==> src/proximity_readout_map.vh <==
// Constants for the proximity readout and interrupt block.
// Assumes a 100 MHz system clock; included by the design file only.
`ifndef PROXIMITY_READOUT_MAP_VH
`define PROXIMITY_READOUT_MAP_VH

// ==========================================================
// Bus address and command codes
`define BUS_ADDR 7'h60
`define CMD_CONF2 8'h03
`define CMD_LOWER_TH 8'h05
`define CMD_UPPER_TH 8'h06
`define CMD_CONF4 8'h08
`define CMD_COUNT 8'hf8
`define CMD_FLAGS 8'hf9
`define CMD_IDENT 8'hfa
`define CMD_CALRES 8'hfb

// ==========================================================
// Field positions
`define INTSEL_HI 3
`define INTSEL_LO 2
`define PERSIST_HI 5
`define PERSIST_LO 4
`define CAL_INT_EN_BIT 0
`define LP_EN_BIT 8
`define LP_PER_HI 10
`define LP_PER_LO 9
`define FLAG_CALDONE 13
`define FLAG_PROTECT 12
`define FLAG_APPROACH 10
`define FLAG_WITHDRAW 9
`define CAL_RUN_BIT 15
`define CAL_SUN_BIT 14
`define ADDR_OPT 2'h0

// ==========================================================
// Interrupt select codes
`define INTSEL_OFF 2'h0
`define INTSEL_LEVEL 2'h1
`define INTSEL_FIRST_HIGH 2'h2
`define INTSEL_NORMAL 2'h3

// ==========================================================
// Reset values
`define CONF2_RST 16'h0000
`define CONF4_RST 16'h0000
`define THRESH_RST 12'h000

// ==========================================================
// Timing
`define LP_BASE_MS 40
`define CLK_KHZ 100000
`endif

==> src/proximity_readout_interrupt.v <==
// Proximity readout, threshold interrupt and two-wire register slave.
// Assumes the front end delivers counts on clk; bus pins are asynchronous.
//
// Function
// - Count register holds 12-bit count, low byte bits 7:0, high 11:8.
// - Calibration finish sets flag bit 13 and can raise interrupt.
// - Entering protection mode sets flag bit 12.
// - Count above upper threshold sets approach flag bit 10.
// - Count below lower threshold sets withdraw flag bit 9.
// - Identity: device code low byte, address option 13:12, version 11:8.
// - Calibration result bit 15 is one while calibration runs.
// - Bit 14 set on sunlight protection during calibration.
// - Calibration value in low byte and bits 11:8.
// - All registers have defaults; bus usable right after reset.
// - First-high mode ignores lower crossings until first upper event.
// - First-high events stay pending until the flag register is read.
// - Normal mode signals both upper and lower threshold events.
// - Level mode: pin low at upper threshold, released below lower.
// - Persistence needs 1 to 4 consecutive samples past threshold.
// - Low-power mode starts measurements itself every selected period.
// - No threshold event while count lies between thresholds.
// - Lower threshold 12 bits at command 0x05, low then high byte.
// - Upper threshold 12 bits at command 0x06, low then high byte.
// - Low-power period bits 10:9: 40, 80, 160 or 320 ms.
`include "proximity_readout_map.vh"

module proximity_readout_interrupt #(
  parameter [31:0] LP_BASE_CYCLES = `LP_BASE_MS * `CLK_KHZ,
  parameter [7:0] DEV_CODE = 8'h5a, // Arbitrary value
  parameter [3:0] VERSION = 4'h3 // Arbitrary value
) (
  // Clock and reset
  input wire clk,
  input wire rst,
  // Two-wire bus pins
  input wire scl_i,
  input wire sda_i,
  output wire sda_o,
  output wire sda_oe,
  // Interrupt pin, open drain
  output wire int_o,
  output wire int_oe,
  // Front end results
  input wire meas_valid,
  input wire [11:0] meas_count,
  input wire protect_enter,
  input wire cal_busy,
  input wire cal_done,
  input wire cal_sun,
  input wire [11:0] cal_value,
  // Measurement start request
  output wire measure_start
);
  // ========================================================
  // Bus states
  localparam [4:0] S_IDLE = 5'h01;
  localparam [4:0] S_ADDR = 5'h02;
  localparam [4:0] S_CMD = 5'h04;
  localparam [4:0] S_WDAT = 5'h08;
  localparam [4:0] S_RDAT = 5'h10;
  // Pin sync chains: bit 0 first stage, bit 2 edge history
  reg [2:0] scl_sync_ff, sda_sync_ff;
  reg [4:0] state_ff;
  reg [3:0] cnt_ff;
  reg [7:0] sh_ff, cmd_ff, wlow_ff;
  reg [15:0] rdw_ff, conf2_ff, conf4_ff, flags_ff;
  reg hi_ff, rw_ff, oe_ff, rclr_ff;
  reg [11:0] lower_th_ff, upper_th_ff, count_ff, calv_ff;
  reg sun_ff, busy_d_ff, near_ff, armed_ff, lvl_ff, int_oe_ff, start_ff;
  reg [2:0] hi_run_ff, lo_run_ff;
  reg [31:0] lp_cnt_ff;
  // ========================================================
  // Helpers
  function [2:0] sat_inc;
    input [2:0] v;
    begin
      sat_inc = (v == 3'h7) ? v : v + 3'h1;
    end
  endfunction
  function [15:0] rd_mux;
    input [7:0] c;
    begin
      case (c)
        `CMD_CONF2: rd_mux = conf2_ff;
        `CMD_LOWER_TH: rd_mux = {4'h0, lower_th_ff};
        `CMD_UPPER_TH: rd_mux = {4'h0, upper_th_ff};
        `CMD_CONF4: rd_mux = conf4_ff;
        `CMD_COUNT: rd_mux = {4'h0, count_ff};
        `CMD_FLAGS: rd_mux = flags_ff;
        `CMD_IDENT: rd_mux = {2'h0, `ADDR_OPT, VERSION, DEV_CODE};
        `CMD_CALRES: rd_mux = {cal_busy, sun_ff, 2'h0, calv_ff};
        default: rd_mux = 16'h0000;
      endcase
    end
  endfunction
  // ========================================================
  // Pin synchronisers and bus edge detection
  always @(posedge clk) begin
    if (rst) begin
      scl_sync_ff <= 3'h7;
      sda_sync_ff <= 3'h7;
    end else begin
      scl_sync_ff <= {scl_sync_ff[1:0], scl_i};
      sda_sync_ff <= {sda_sync_ff[1:0], sda_i};
    end
  end
  wire scl_rise = scl_sync_ff[1] & ~scl_sync_ff[2];
  wire scl_fall = ~scl_sync_ff[1] & scl_sync_ff[2];
  wire scl_high = scl_sync_ff[1] & scl_sync_ff[2];
  wire bus_start = scl_high & sda_sync_ff[2] & ~sda_sync_ff[1];
  wire bus_stop = scl_high & ~sda_sync_ff[2] & sda_sync_ff[1];
  wire [7:0] tx_byte = hi_ff ? rdw_ff[15:8] : rdw_ff[7:0];
  wire [15:0] wr_word = {sh_ff, wlow_ff};
  // ========================================================
  // Bus slave: address, command, data bytes, register writes
  always @(posedge clk) begin
    if (rst) begin
      state_ff <= S_IDLE;
      cnt_ff <= 4'h0;
      cmd_ff <= 8'h00;
      hi_ff <= 1'b0;
      oe_ff <= 1'b0;
      rclr_ff <= 1'b0;
      conf2_ff <= `CONF2_RST;
      conf4_ff <= `CONF4_RST;
      lower_th_ff <= `THRESH_RST;
      upper_th_ff <= `THRESH_RST;
    end else begin
      rclr_ff <= 1'b0;
      if (bus_start) begin
        state_ff <= S_ADDR;
        cnt_ff <= 4'h0;
        oe_ff <= 1'b0;
        hi_ff <= 1'b0;
      end else if (bus_stop) begin
        state_ff <= S_IDLE;
        oe_ff <= 1'b0;
      end else if (state_ff != S_IDLE) begin
        if (scl_rise) begin
          cnt_ff <= cnt_ff + 4'h1;
          if (cnt_ff < 4'h8) begin
            sh_ff <= {sh_ff[6:0], sda_sync_ff[1]};
          end else if (state_ff == S_RDAT && sda_sync_ff[1]) begin
            state_ff <= S_IDLE; // Host refused further bytes
          end
        end else if (scl_fall) begin
          if (cnt_ff == 4'h8) begin
            // Byte done: acknowledge or finish a sent byte
            case (state_ff)
              S_ADDR: begin
                if (sh_ff[7:1] == `BUS_ADDR) begin
                  oe_ff <= 1'b1;
                  rw_ff <= sh_ff[0];
                  hi_ff <= 1'b0;
                  if (sh_ff[0]) begin
                    rdw_ff <= rd_mux(cmd_ff);
                  end
                end else begin
                  state_ff <= S_IDLE;
                end
              end
              S_CMD: begin
                cmd_ff <= sh_ff;
                oe_ff <= 1'b1;
                hi_ff <= 1'b0;
              end
              S_WDAT: begin
                oe_ff <= 1'b1;
                hi_ff <= ~hi_ff;
                if (!hi_ff) begin
                  wlow_ff <= sh_ff;
                end else begin
                  case (cmd_ff)
                    `CMD_CONF2: conf2_ff <= wr_word;
                    `CMD_LOWER_TH: lower_th_ff <= wr_word[11:0];
                    `CMD_UPPER_TH: upper_th_ff <= wr_word[11:0];
                    `CMD_CONF4: conf4_ff <= wr_word;
                    default: conf4_ff <= conf4_ff;
                  endcase
                end
              end
              S_RDAT: begin
                oe_ff <= 1'b0;
                hi_ff <= ~hi_ff;
                if (hi_ff && cmd_ff == `CMD_FLAGS) begin
                  rclr_ff <= 1'b1;
                end
              end
              default: oe_ff <= 1'b0;
            endcase
          end else if (cnt_ff == 4'h9) begin
            // Acknowledge slot over: release or send next byte
            cnt_ff <= 4'h0;
            oe_ff <= 1'b0;
            case (state_ff)
              S_ADDR: begin
                if (rw_ff) begin
                  state_ff <= S_RDAT;
                  oe_ff <= ~rdw_ff[7];
                end else begin
                  state_ff <= S_CMD;
                end
              end
              S_CMD: state_ff <= S_WDAT;
              S_RDAT: oe_ff <= ~tx_byte[7];
              default: state_ff <= state_ff;
            endcase
          end else if (state_ff == S_RDAT) begin
            oe_ff <= ~tx_byte[3'h7 - cnt_ff[2:0]];
          end
        end
      end
    end
  end
  // ========================================================
  // Threshold comparison with persistence and hysteresis
  wire [1:0] int_sel = conf2_ff[`INTSEL_HI:`INTSEL_LO];
  wire [2:0] need = {1'b0, conf2_ff[`PERSIST_HI:`PERSIST_LO]} + 3'h1;
  wire lvl_mode = (int_sel == `INTSEL_LEVEL);
  wire hit_hi = lvl_mode ? (meas_count >= upper_th_ff)
                         : (meas_count > upper_th_ff);
  wire hit_lo = meas_count < lower_th_ff;
  wire [2:0] hi_run_n = hit_hi ? sat_inc(hi_run_ff) : 3'h0;
  wire [2:0] lo_run_n = hit_lo ? sat_inc(lo_run_ff) : 3'h0;
  wire hi_ok = meas_valid & (hi_run_n >= need);
  wire lo_ok = meas_valid & (lo_run_n >= need);
  wire edge_mode = int_sel[1]; // First-high and normal codes share bit 1
  wire set_app = edge_mode & hi_ok & (~armed_ff | ~near_ff);
  wire wd_open = (int_sel == `INTSEL_NORMAL) ? (~armed_ff | near_ff)
                                              : (armed_ff & near_ff);
  wire set_wd = edge_mode & lo_ok & wd_open;
  always @(posedge clk) begin
    if (rst) begin
      count_ff <= 12'h000;
      hi_run_ff <= 3'h0;
      lo_run_ff <= 3'h0;
      near_ff <= 1'b0;
      armed_ff <= 1'b0;
      lvl_ff <= 1'b0;
    end else begin
      if (meas_valid) begin
        count_ff <= meas_count;
        hi_run_ff <= hi_run_n;
        lo_run_ff <= lo_run_n;
      end
      // Between thresholds nothing changes
      if (set_app) begin
        near_ff <= 1'b1;
        armed_ff <= 1'b1;
      end else if (set_wd) begin
        near_ff <= 1'b0;
        armed_ff <= 1'b1;
      end
      if (!lvl_mode) begin
        lvl_ff <= 1'b0;
      end else if (hi_ok) begin
        lvl_ff <= 1'b1;
      end else if (lo_ok) begin
        lvl_ff <= 1'b0;
      end
    end
  end
  // ========================================================
  // Event flags: read of the flag register clears, set wins
  wire [15:0] set_mask = ({15'h0, set_app} << `FLAG_APPROACH) |
                         ({15'h0, set_wd} << `FLAG_WITHDRAW) |
                         ({15'h0, protect_enter} << `FLAG_PROTECT) |
                         ({15'h0, cal_done} << `FLAG_CALDONE);
  wire [15:0] clr_mask = rclr_ff ? rdw_ff : 16'h0000;
  always @(posedge clk) begin
    if (rst) begin
      flags_ff <= 16'h0000;
    end else begin
      flags_ff <= (flags_ff & ~clr_mask) | set_mask;
    end
  end
  // ========================================================
  // Calibration result capture
  always @(posedge clk) begin
    if (rst) begin
      calv_ff <= 12'h000;
      sun_ff <= 1'b0;
      busy_d_ff <= 1'b0;
    end else begin
      busy_d_ff <= cal_busy;
      if (cal_done) begin
        calv_ff <= cal_value;
      end
      if (cal_busy && cal_sun) begin
        sun_ff <= 1'b1;
      end else if (cal_busy && !busy_d_ff) begin
        sun_ff <= 1'b0;
      end
    end
  end
  // ========================================================
  // Interrupt pin drive
  wire pending = flags_ff[`FLAG_APPROACH] | flags_ff[`FLAG_WITHDRAW] |
                 flags_ff[`FLAG_PROTECT] |
                 (flags_ff[`FLAG_CALDONE] & conf4_ff[`CAL_INT_EN_BIT]);
  always @(posedge clk) begin
    if (rst) begin
      int_oe_ff <= 1'b0;
    end else if (lvl_mode) begin
      int_oe_ff <= lvl_ff;
    end else begin
      int_oe_ff <= edge_mode & pending;
    end
  end
  // ========================================================
  // Low-power measurement timer
  wire lp_en = conf4_ff[`LP_EN_BIT];
  wire [1:0] lp_code = conf4_ff[`LP_PER_HI:`LP_PER_LO];
  wire [31:0] lp_period = LP_BASE_CYCLES << lp_code;
  always @(posedge clk) begin
    if (rst || !lp_en) begin
      lp_cnt_ff <= 32'h0;
      start_ff <= 1'b0;
    end else if (lp_cnt_ff >= lp_period - 32'h1) begin
      lp_cnt_ff <= 32'h0;
      start_ff <= 1'b1;
    end else begin
      lp_cnt_ff <= lp_cnt_ff + 32'h1;
      start_ff <= 1'b0;
    end
  end
  // ========================================================
  // Outputs
  assign sda_o = 1'b0;
  assign sda_oe = oe_ff;
  assign int_o = 1'b0;
  assign int_oe = int_oe_ff;
  assign measure_start = start_ff;
endmodule

==> config.mk <==
export PLATFORM = sky130hd
export DESIGN_NAME = proximity_readout_interrupt
export DESIGN_NICKNAME = d
export VERILOG_FILES = /design/src/proximity_readout_interrupt.v
export VERILOG_INCLUDE_DIRS = /design/src
export SDC_FILE = /design/constraint.sdc
export NUM_CORES = 1
export LEC_CHECK = 0
export CORE_MARGIN = 3
export CORE_UTILIZATION = 64
export DETAILED_ROUTE_END_ITERATION = 10
export DONT_BUFFER_PORTS = 1
export GPL_TIMING_DRIVEN = 1
export PLACE_DENSITY = 0.8
export SKIP_LAST_GASP = 1
export SLEW_MARGIN = 10
export SYNTH_ARGS = -nofsm -noshare
export SYNTH_HDL_FRONTEND = slang
export SYNTH_SLANG_ARGS = --single-unit
==> constraint.sdc <==
create_clock -name clk -period 4.1 [get_ports clk]
set_input_delay 0.82 -clock clk [delete_from_list [all_inputs] [get_ports clk]]
set_output_delay 0.82 -clock clk [all_outputs]
set_load 0.02 [all_outputs]
Word-level counts from Yosys, hierarchy flattened:

Index checks and enable logic that the tools add are counted.

* bitwise gates (word level): 46
* reductions and logical operators: 41
* eq/ne operators: 31
* $lt $le $gt $ge: 8
* mux-type cells: 48
* add/subtract/negate cells: 7
* $mul: 0
* shifts and indexed selects: 1
* div/mod/pow operators: 0

Operator list (number)
* 16-bit one-hot mux with 8 select lines: 1
* 9-bit AND reduction: 6
* 5-bit two-way mux: 9
* 32-bit by 1-bit adder with 32-bit output (second input constant): 1
* 8-bit == test (second input constant): 4
* 32-bit >= comparator: 1
* 22-bit by 2-bit left shift with 32-bit output (first input constant): 1
* 32-bit by 1-bit subtractor with 32-bit output (second input constant): 1
* 1-bit two-way mux: 20
* 1-bit NOT: 19
* 1-bit bitwise AND: 16
* 16-bit bitwise AND: 1
* 8-bit by 3-bit == test with 1-bit output (second input constant): 2
* 16-bit two-way mux: 1
* 4-bit two-way mux: 4
* 16-bit NOT: 1
* 16-bit by 14-bit bitwise OR with 16-bit output: 1
* 8-bit AND reduction: 2
* 3-bit nonzero test: 5
* 13-bit by 14-bit bitwise OR with 14-bit output: 1
* 7-bit AND reduction: 2
* 11-bit by 13-bit bitwise OR with 13-bit output: 1
* 12-bit >= comparator: 1
* 12-bit greater-than comparator: 1
* other kinds (49): 80

* memory bits (read-only): 0
* logic and storage cells: 212
* memories: 0
* input bits: 33
* bits in registers: 200
* output and inout bits: 5
* memory bits (writable): 0
* bits in latches: 0

Logic depth before layout (Yosys ltp):

* depth in word-level cells: 11
* depth in mapped cells: 14
* depth with buffers taken out: 14

Worst setup path before layout:

OpenSTA, ideal clock, no wires.

* path kind: input to register
* start point: in rst
* end point: reg rdw_ff[0] (enable)
* stages: 4
* setup time: 0.430 ns
* required time: 3.670 ns
* buffers on the path: 1
* setup slack: 0.565 ns
* data arrival time: 3.105 ns
* cells stage by stage: clkbuf_1 -> a21oi_1 -> nand2_1 -> nor4_1

* word-level cells in the longest chain between the ends: 2

RTL lines
* start, declared: line proximity_readout_interrupt.v:34 `input wire rst,`
* 1-bit NOT (no source line)
* 10-bit AND reduction (no source line)
* end signal, assigned: line proximity_readout_interrupt.v:156 `rdw_ff <= rd_mux(cmd_ff);`
* end, declared: line proximity_readout_interrupt.v:66 `reg [15:0] rdw_ff, conf2_ff, conf4_ff, flags_ff;`

No other way between the ends.
A chain may end at the register's enable or synchronous reset.

Final worst setup path:

* start point: reg conf4_ff[9]
* end point: reg lp_cnt_ff[17]

* word-level cells in the longest chain between the ends: 4

RTL lines
* start, declared: line proximity_readout_interrupt.v:66
* start signal, assigned: line proximity_readout_interrupt.v:125 `` conf4_ff <= `CONF4_RST; ``
* start signal, assigned: line proximity_readout_interrupt.v:177 `` `CMD_CONF4: conf4_ff <= wr_word; ``
* start signal, assigned: line proximity_readout_interrupt.v:178 `default: conf4_ff <= conf4_ff;`
* 22-bit by 2-bit left shift with 32-bit output: line proximity_readout_interrupt.v:314 `wire [31:0] lp_period = LP_BASE_CYCLES << lp_code;`
* 32-bit by 1-bit subtractor with 32-bit output: line proximity_readout_interrupt.v:319 `end else if (lp_cnt_ff >= lp_period - 32'h1) begin`
* 32-bit >= comparator: line proximity_readout_interrupt.v:319
* 2-bit OR reduction (no source line)
* end signal, assigned: line proximity_readout_interrupt.v:323 `lp_cnt_ff <= lp_cnt_ff + 32'h1;`
* end, declared: line proximity_readout_interrupt.v:71 `reg [31:0] lp_cnt_ff;`

No other way between the ends.

==> results.md <==
- Final setup TNS: 0 ps
- First-pass GRT wire length: 38000 um
- Worst Skew: 9.89 ps
- DRC: 0
- Setup WS pre-CTS: 789 ps
- Total CTS buffers: 17
- Synth-to-Final Area Change: 7.42%
- Crit path DAT: 3400 ps
- Worst r2r src: conf4_ff[9]$_SDFFE_PP0P_
- Fin. Hold Viols: 0
- Cells after Synth: 1081
- Least-Margin Pin Slew: 899 ps
- Hold Crit Start: sda_sync_ff[0]$_SDFF_PP1_
- Worst VDD drop: 0.000332 V
- # resized after CTS: 0
- Worst setup EP type: register
- Tightest Hold Check Type: register to register
- Final worst setup slack: 1040 ps
- Routed WL: 23700 um
- Synth async-reset ratio: 0%
- Placement Rows: 44
- TritonRoute pass-1 iters: 5
- Ratio of cells with drive above 1 in the final layout: 6.56%
- TritonCTS Sinks: 200
- Antenna Nets Post-Route: 0
- Initial Utilization: 66.7%
- Crit. Startpoint: conf4_ff[9]$_SDFFE_PP0P_
- Initial drt markers: 728
- Req. time, crit path: 4450 ps
- Via count: 7843
- Grt ovf: 0
- Slew Limit Fails: 0
- Status: finished, final reports clean
- Sequential fraction of the synthesis area: 43.7%
- N_diodes: 0
- Main synth FF type: dfxtp_1
- Post-CTS setup buffer count: 0
- Drt wl/cell: 18.7 um
- Reg2reg path depth: 12
- Pwr Density: 359 mW/mm^2
- Most frequent cells in the layout: dfxtp_1, nor2_1, nand2_1, a21oi_1, ha_1
- Cell Chain, Critical Path: inv_1 > ha_1 > nand4_1 > nor2_1 > ha_1 > nand2_1 > nor4_1 > nand3_1 > o211a_1 > nand2_1 > buf_4 > nor2_1
- IO Pins: 38
- Syn Area/Cell: 9.17 sq um
- RePlAce Congestion: 0.884
- F_max: 327 MHz
- Hold path depth: 1
- Initial antenna violation count: 0
- Final cycle utilization of the critical path: 74.6%
- LEAKAGE: 3.92 nW
- Yosys warns: 0
- Commonest non-fill, non-tap cell in the layout: dfxtp_1
- Max-cap violations: 0
- CTS tree: built
- Worst-Skew Late Latency: 450 ps
- Height of the die: 130 um
- NumNets Final: 1174
- Critical path launch point type: register
- Core area: 0.0149 sq mm
- CTS H-tree lvls: 4
- Number of synthesized register bits: 200
- Post-CTS Hold Fix Bufs: 0
- CTS root buffer: clkbuf_16
- EDFF count, synth: 33
- Filler Cell Count: 1122
- DP Wirelength: 16600 um
- CP max stage delay: 490 ps
- Pin count of the biggest net entering global routing: 127
- CP Max Fanout: 13
- Reg clk slew, reported paths: 70 ps
- Width of the die: 130 um
- DR vias/cell: 6.20
- Crit-path slowest cell: nor4_1
- Die area: 0.0170 sq mm
- Synthesized area: 0.00991 sq mm
- Via count of the first global-routing pass: 7378
- RSZ-0062 raised after global routing: no
- Synth unique cells: 66
- Crit Path Class: register to register
- Port Buf Inserts: 0
- Max clock buf depth: 2
- Global-route usage over all layers: 28.7%
- Rel. slew slack: 39.9%
- Tmin final: 3060 ps
- Final setup viols: 0
synth_stat cells, types with 7 or more instances:
cell      instances  area (sq um)
a211oi_1         17           128
a21oi_1          72           360
a222oi_1         16           160
a22oi_1          19           143
a31oi_1           8          50.1
and3_1           11          68.8
clkbuf_1         38           143
dfxtp_1         167          3340
edfxtp_1         33           991
ha_1             72           901
inv_1            59           221
mux2i_1          67           671
nand2_1         124           465
nand3_1          29           145
nand4_1          22           138
nor2_1          136           510
nor2b_1          10          62.6
nor3_1           11          55.1
nor3b_1           7          52.6
o21ai_0          19          95.1
or2_2            10          62.6
xnor2_1          18           158
xor2_1           17           149
report_power, final:
| group | internal (mW) | switching [mW] |
|---|---|---|
| logic | 0.0547 | 0.0581 |
| registers | 2.01 | 0.0212 |
| clock network | 0.829 | 0.854 |
worst max-delay path, delay by kind of cell, from the launching register on:
kind | cells | cell delay, ps
AOI/OAI and AO/OA | 1 | 270
and+or+nand+nor | 7 | 1240
adders and majority gates | 2 | 560
DFF | 1 | 480
buffers and inverters | 2 | 420
layer usage:
metal  wire [um]  GRT usage (%)
met1       10300           38.9
met2       11000           45.2
met3        1780           7.03
met4         529           10.1
met5           0              0
cells by family (layout without fill, tap and decap cells):
group,count (synthesis),after routing,share of synthesized area [%]
AO/OA/AOI/OAI,185,185,12.3
adder cells (fa/ha/maj),72,72,9.09
AND/OR/NAND/NOR,406,406,19.9
flip-flops,200,200,43.7
other,2,10,0.0757
multiplexers,70,70,7.33
XOR/XNOR,35,35,3.09
buffers and inverters,111,104,4.53
flip-flops by register name, summed over array words and instances (netlist names), 12 cells and up:
| name | count |
|---|---|
| conf2_ff | 16 |
| rdw_ff | 16 |
| conf4_ff | 16 |
| lower_th_ff | 12 |
| count_ff | 12 |
| lp_cnt_ff | 32 |
| upper_th_ff | 12 |
| calv_ff | 12 |
| flags_ff | 16 |
area by class of cell:
cell class              instances  area [sq um]  share of cell area [%]
multi-input cells             778          5170                    48.5
flip-flops and latches        200          4330                    40.7
clock buffers                  17           425                    3.99
well taps                     184           230                    2.16
inverters                      59           221                    2.08
clock inverters                15           174                    1.63
repair buffers                 13          97.6                   0.916
per-stage QoR:
stage	hold WS [ps]	instances	utilization [%]	total power, mW	area, sq um
floorplan	389	1089	-	2.18	9940
global placement	393	1234	67.6	2.18	10100
detailed placement	396	1234	67.6	2.18	10100
CTS	414	1266	71.6	3.85	10700
global route	425	1266	71.6	3.94	10700
finish	413	1266	71.6	3.82	10700
final timing paths:
check | endpoint | slack (ps)
hold / removal | sda_sync_ff[1]$_SDFF_PP1_ | 410
setup / recovery | lp_cnt_ff[17]$_SDFF_PP0_ | 1040
setup reg to reg | lp_cnt_ff[17]$_SDFF_PP0_ | 1040
hold reg to reg | sda_sync_ff[1]$_SDFF_PP1_ | 410
(Power assumes the default switching activity.)
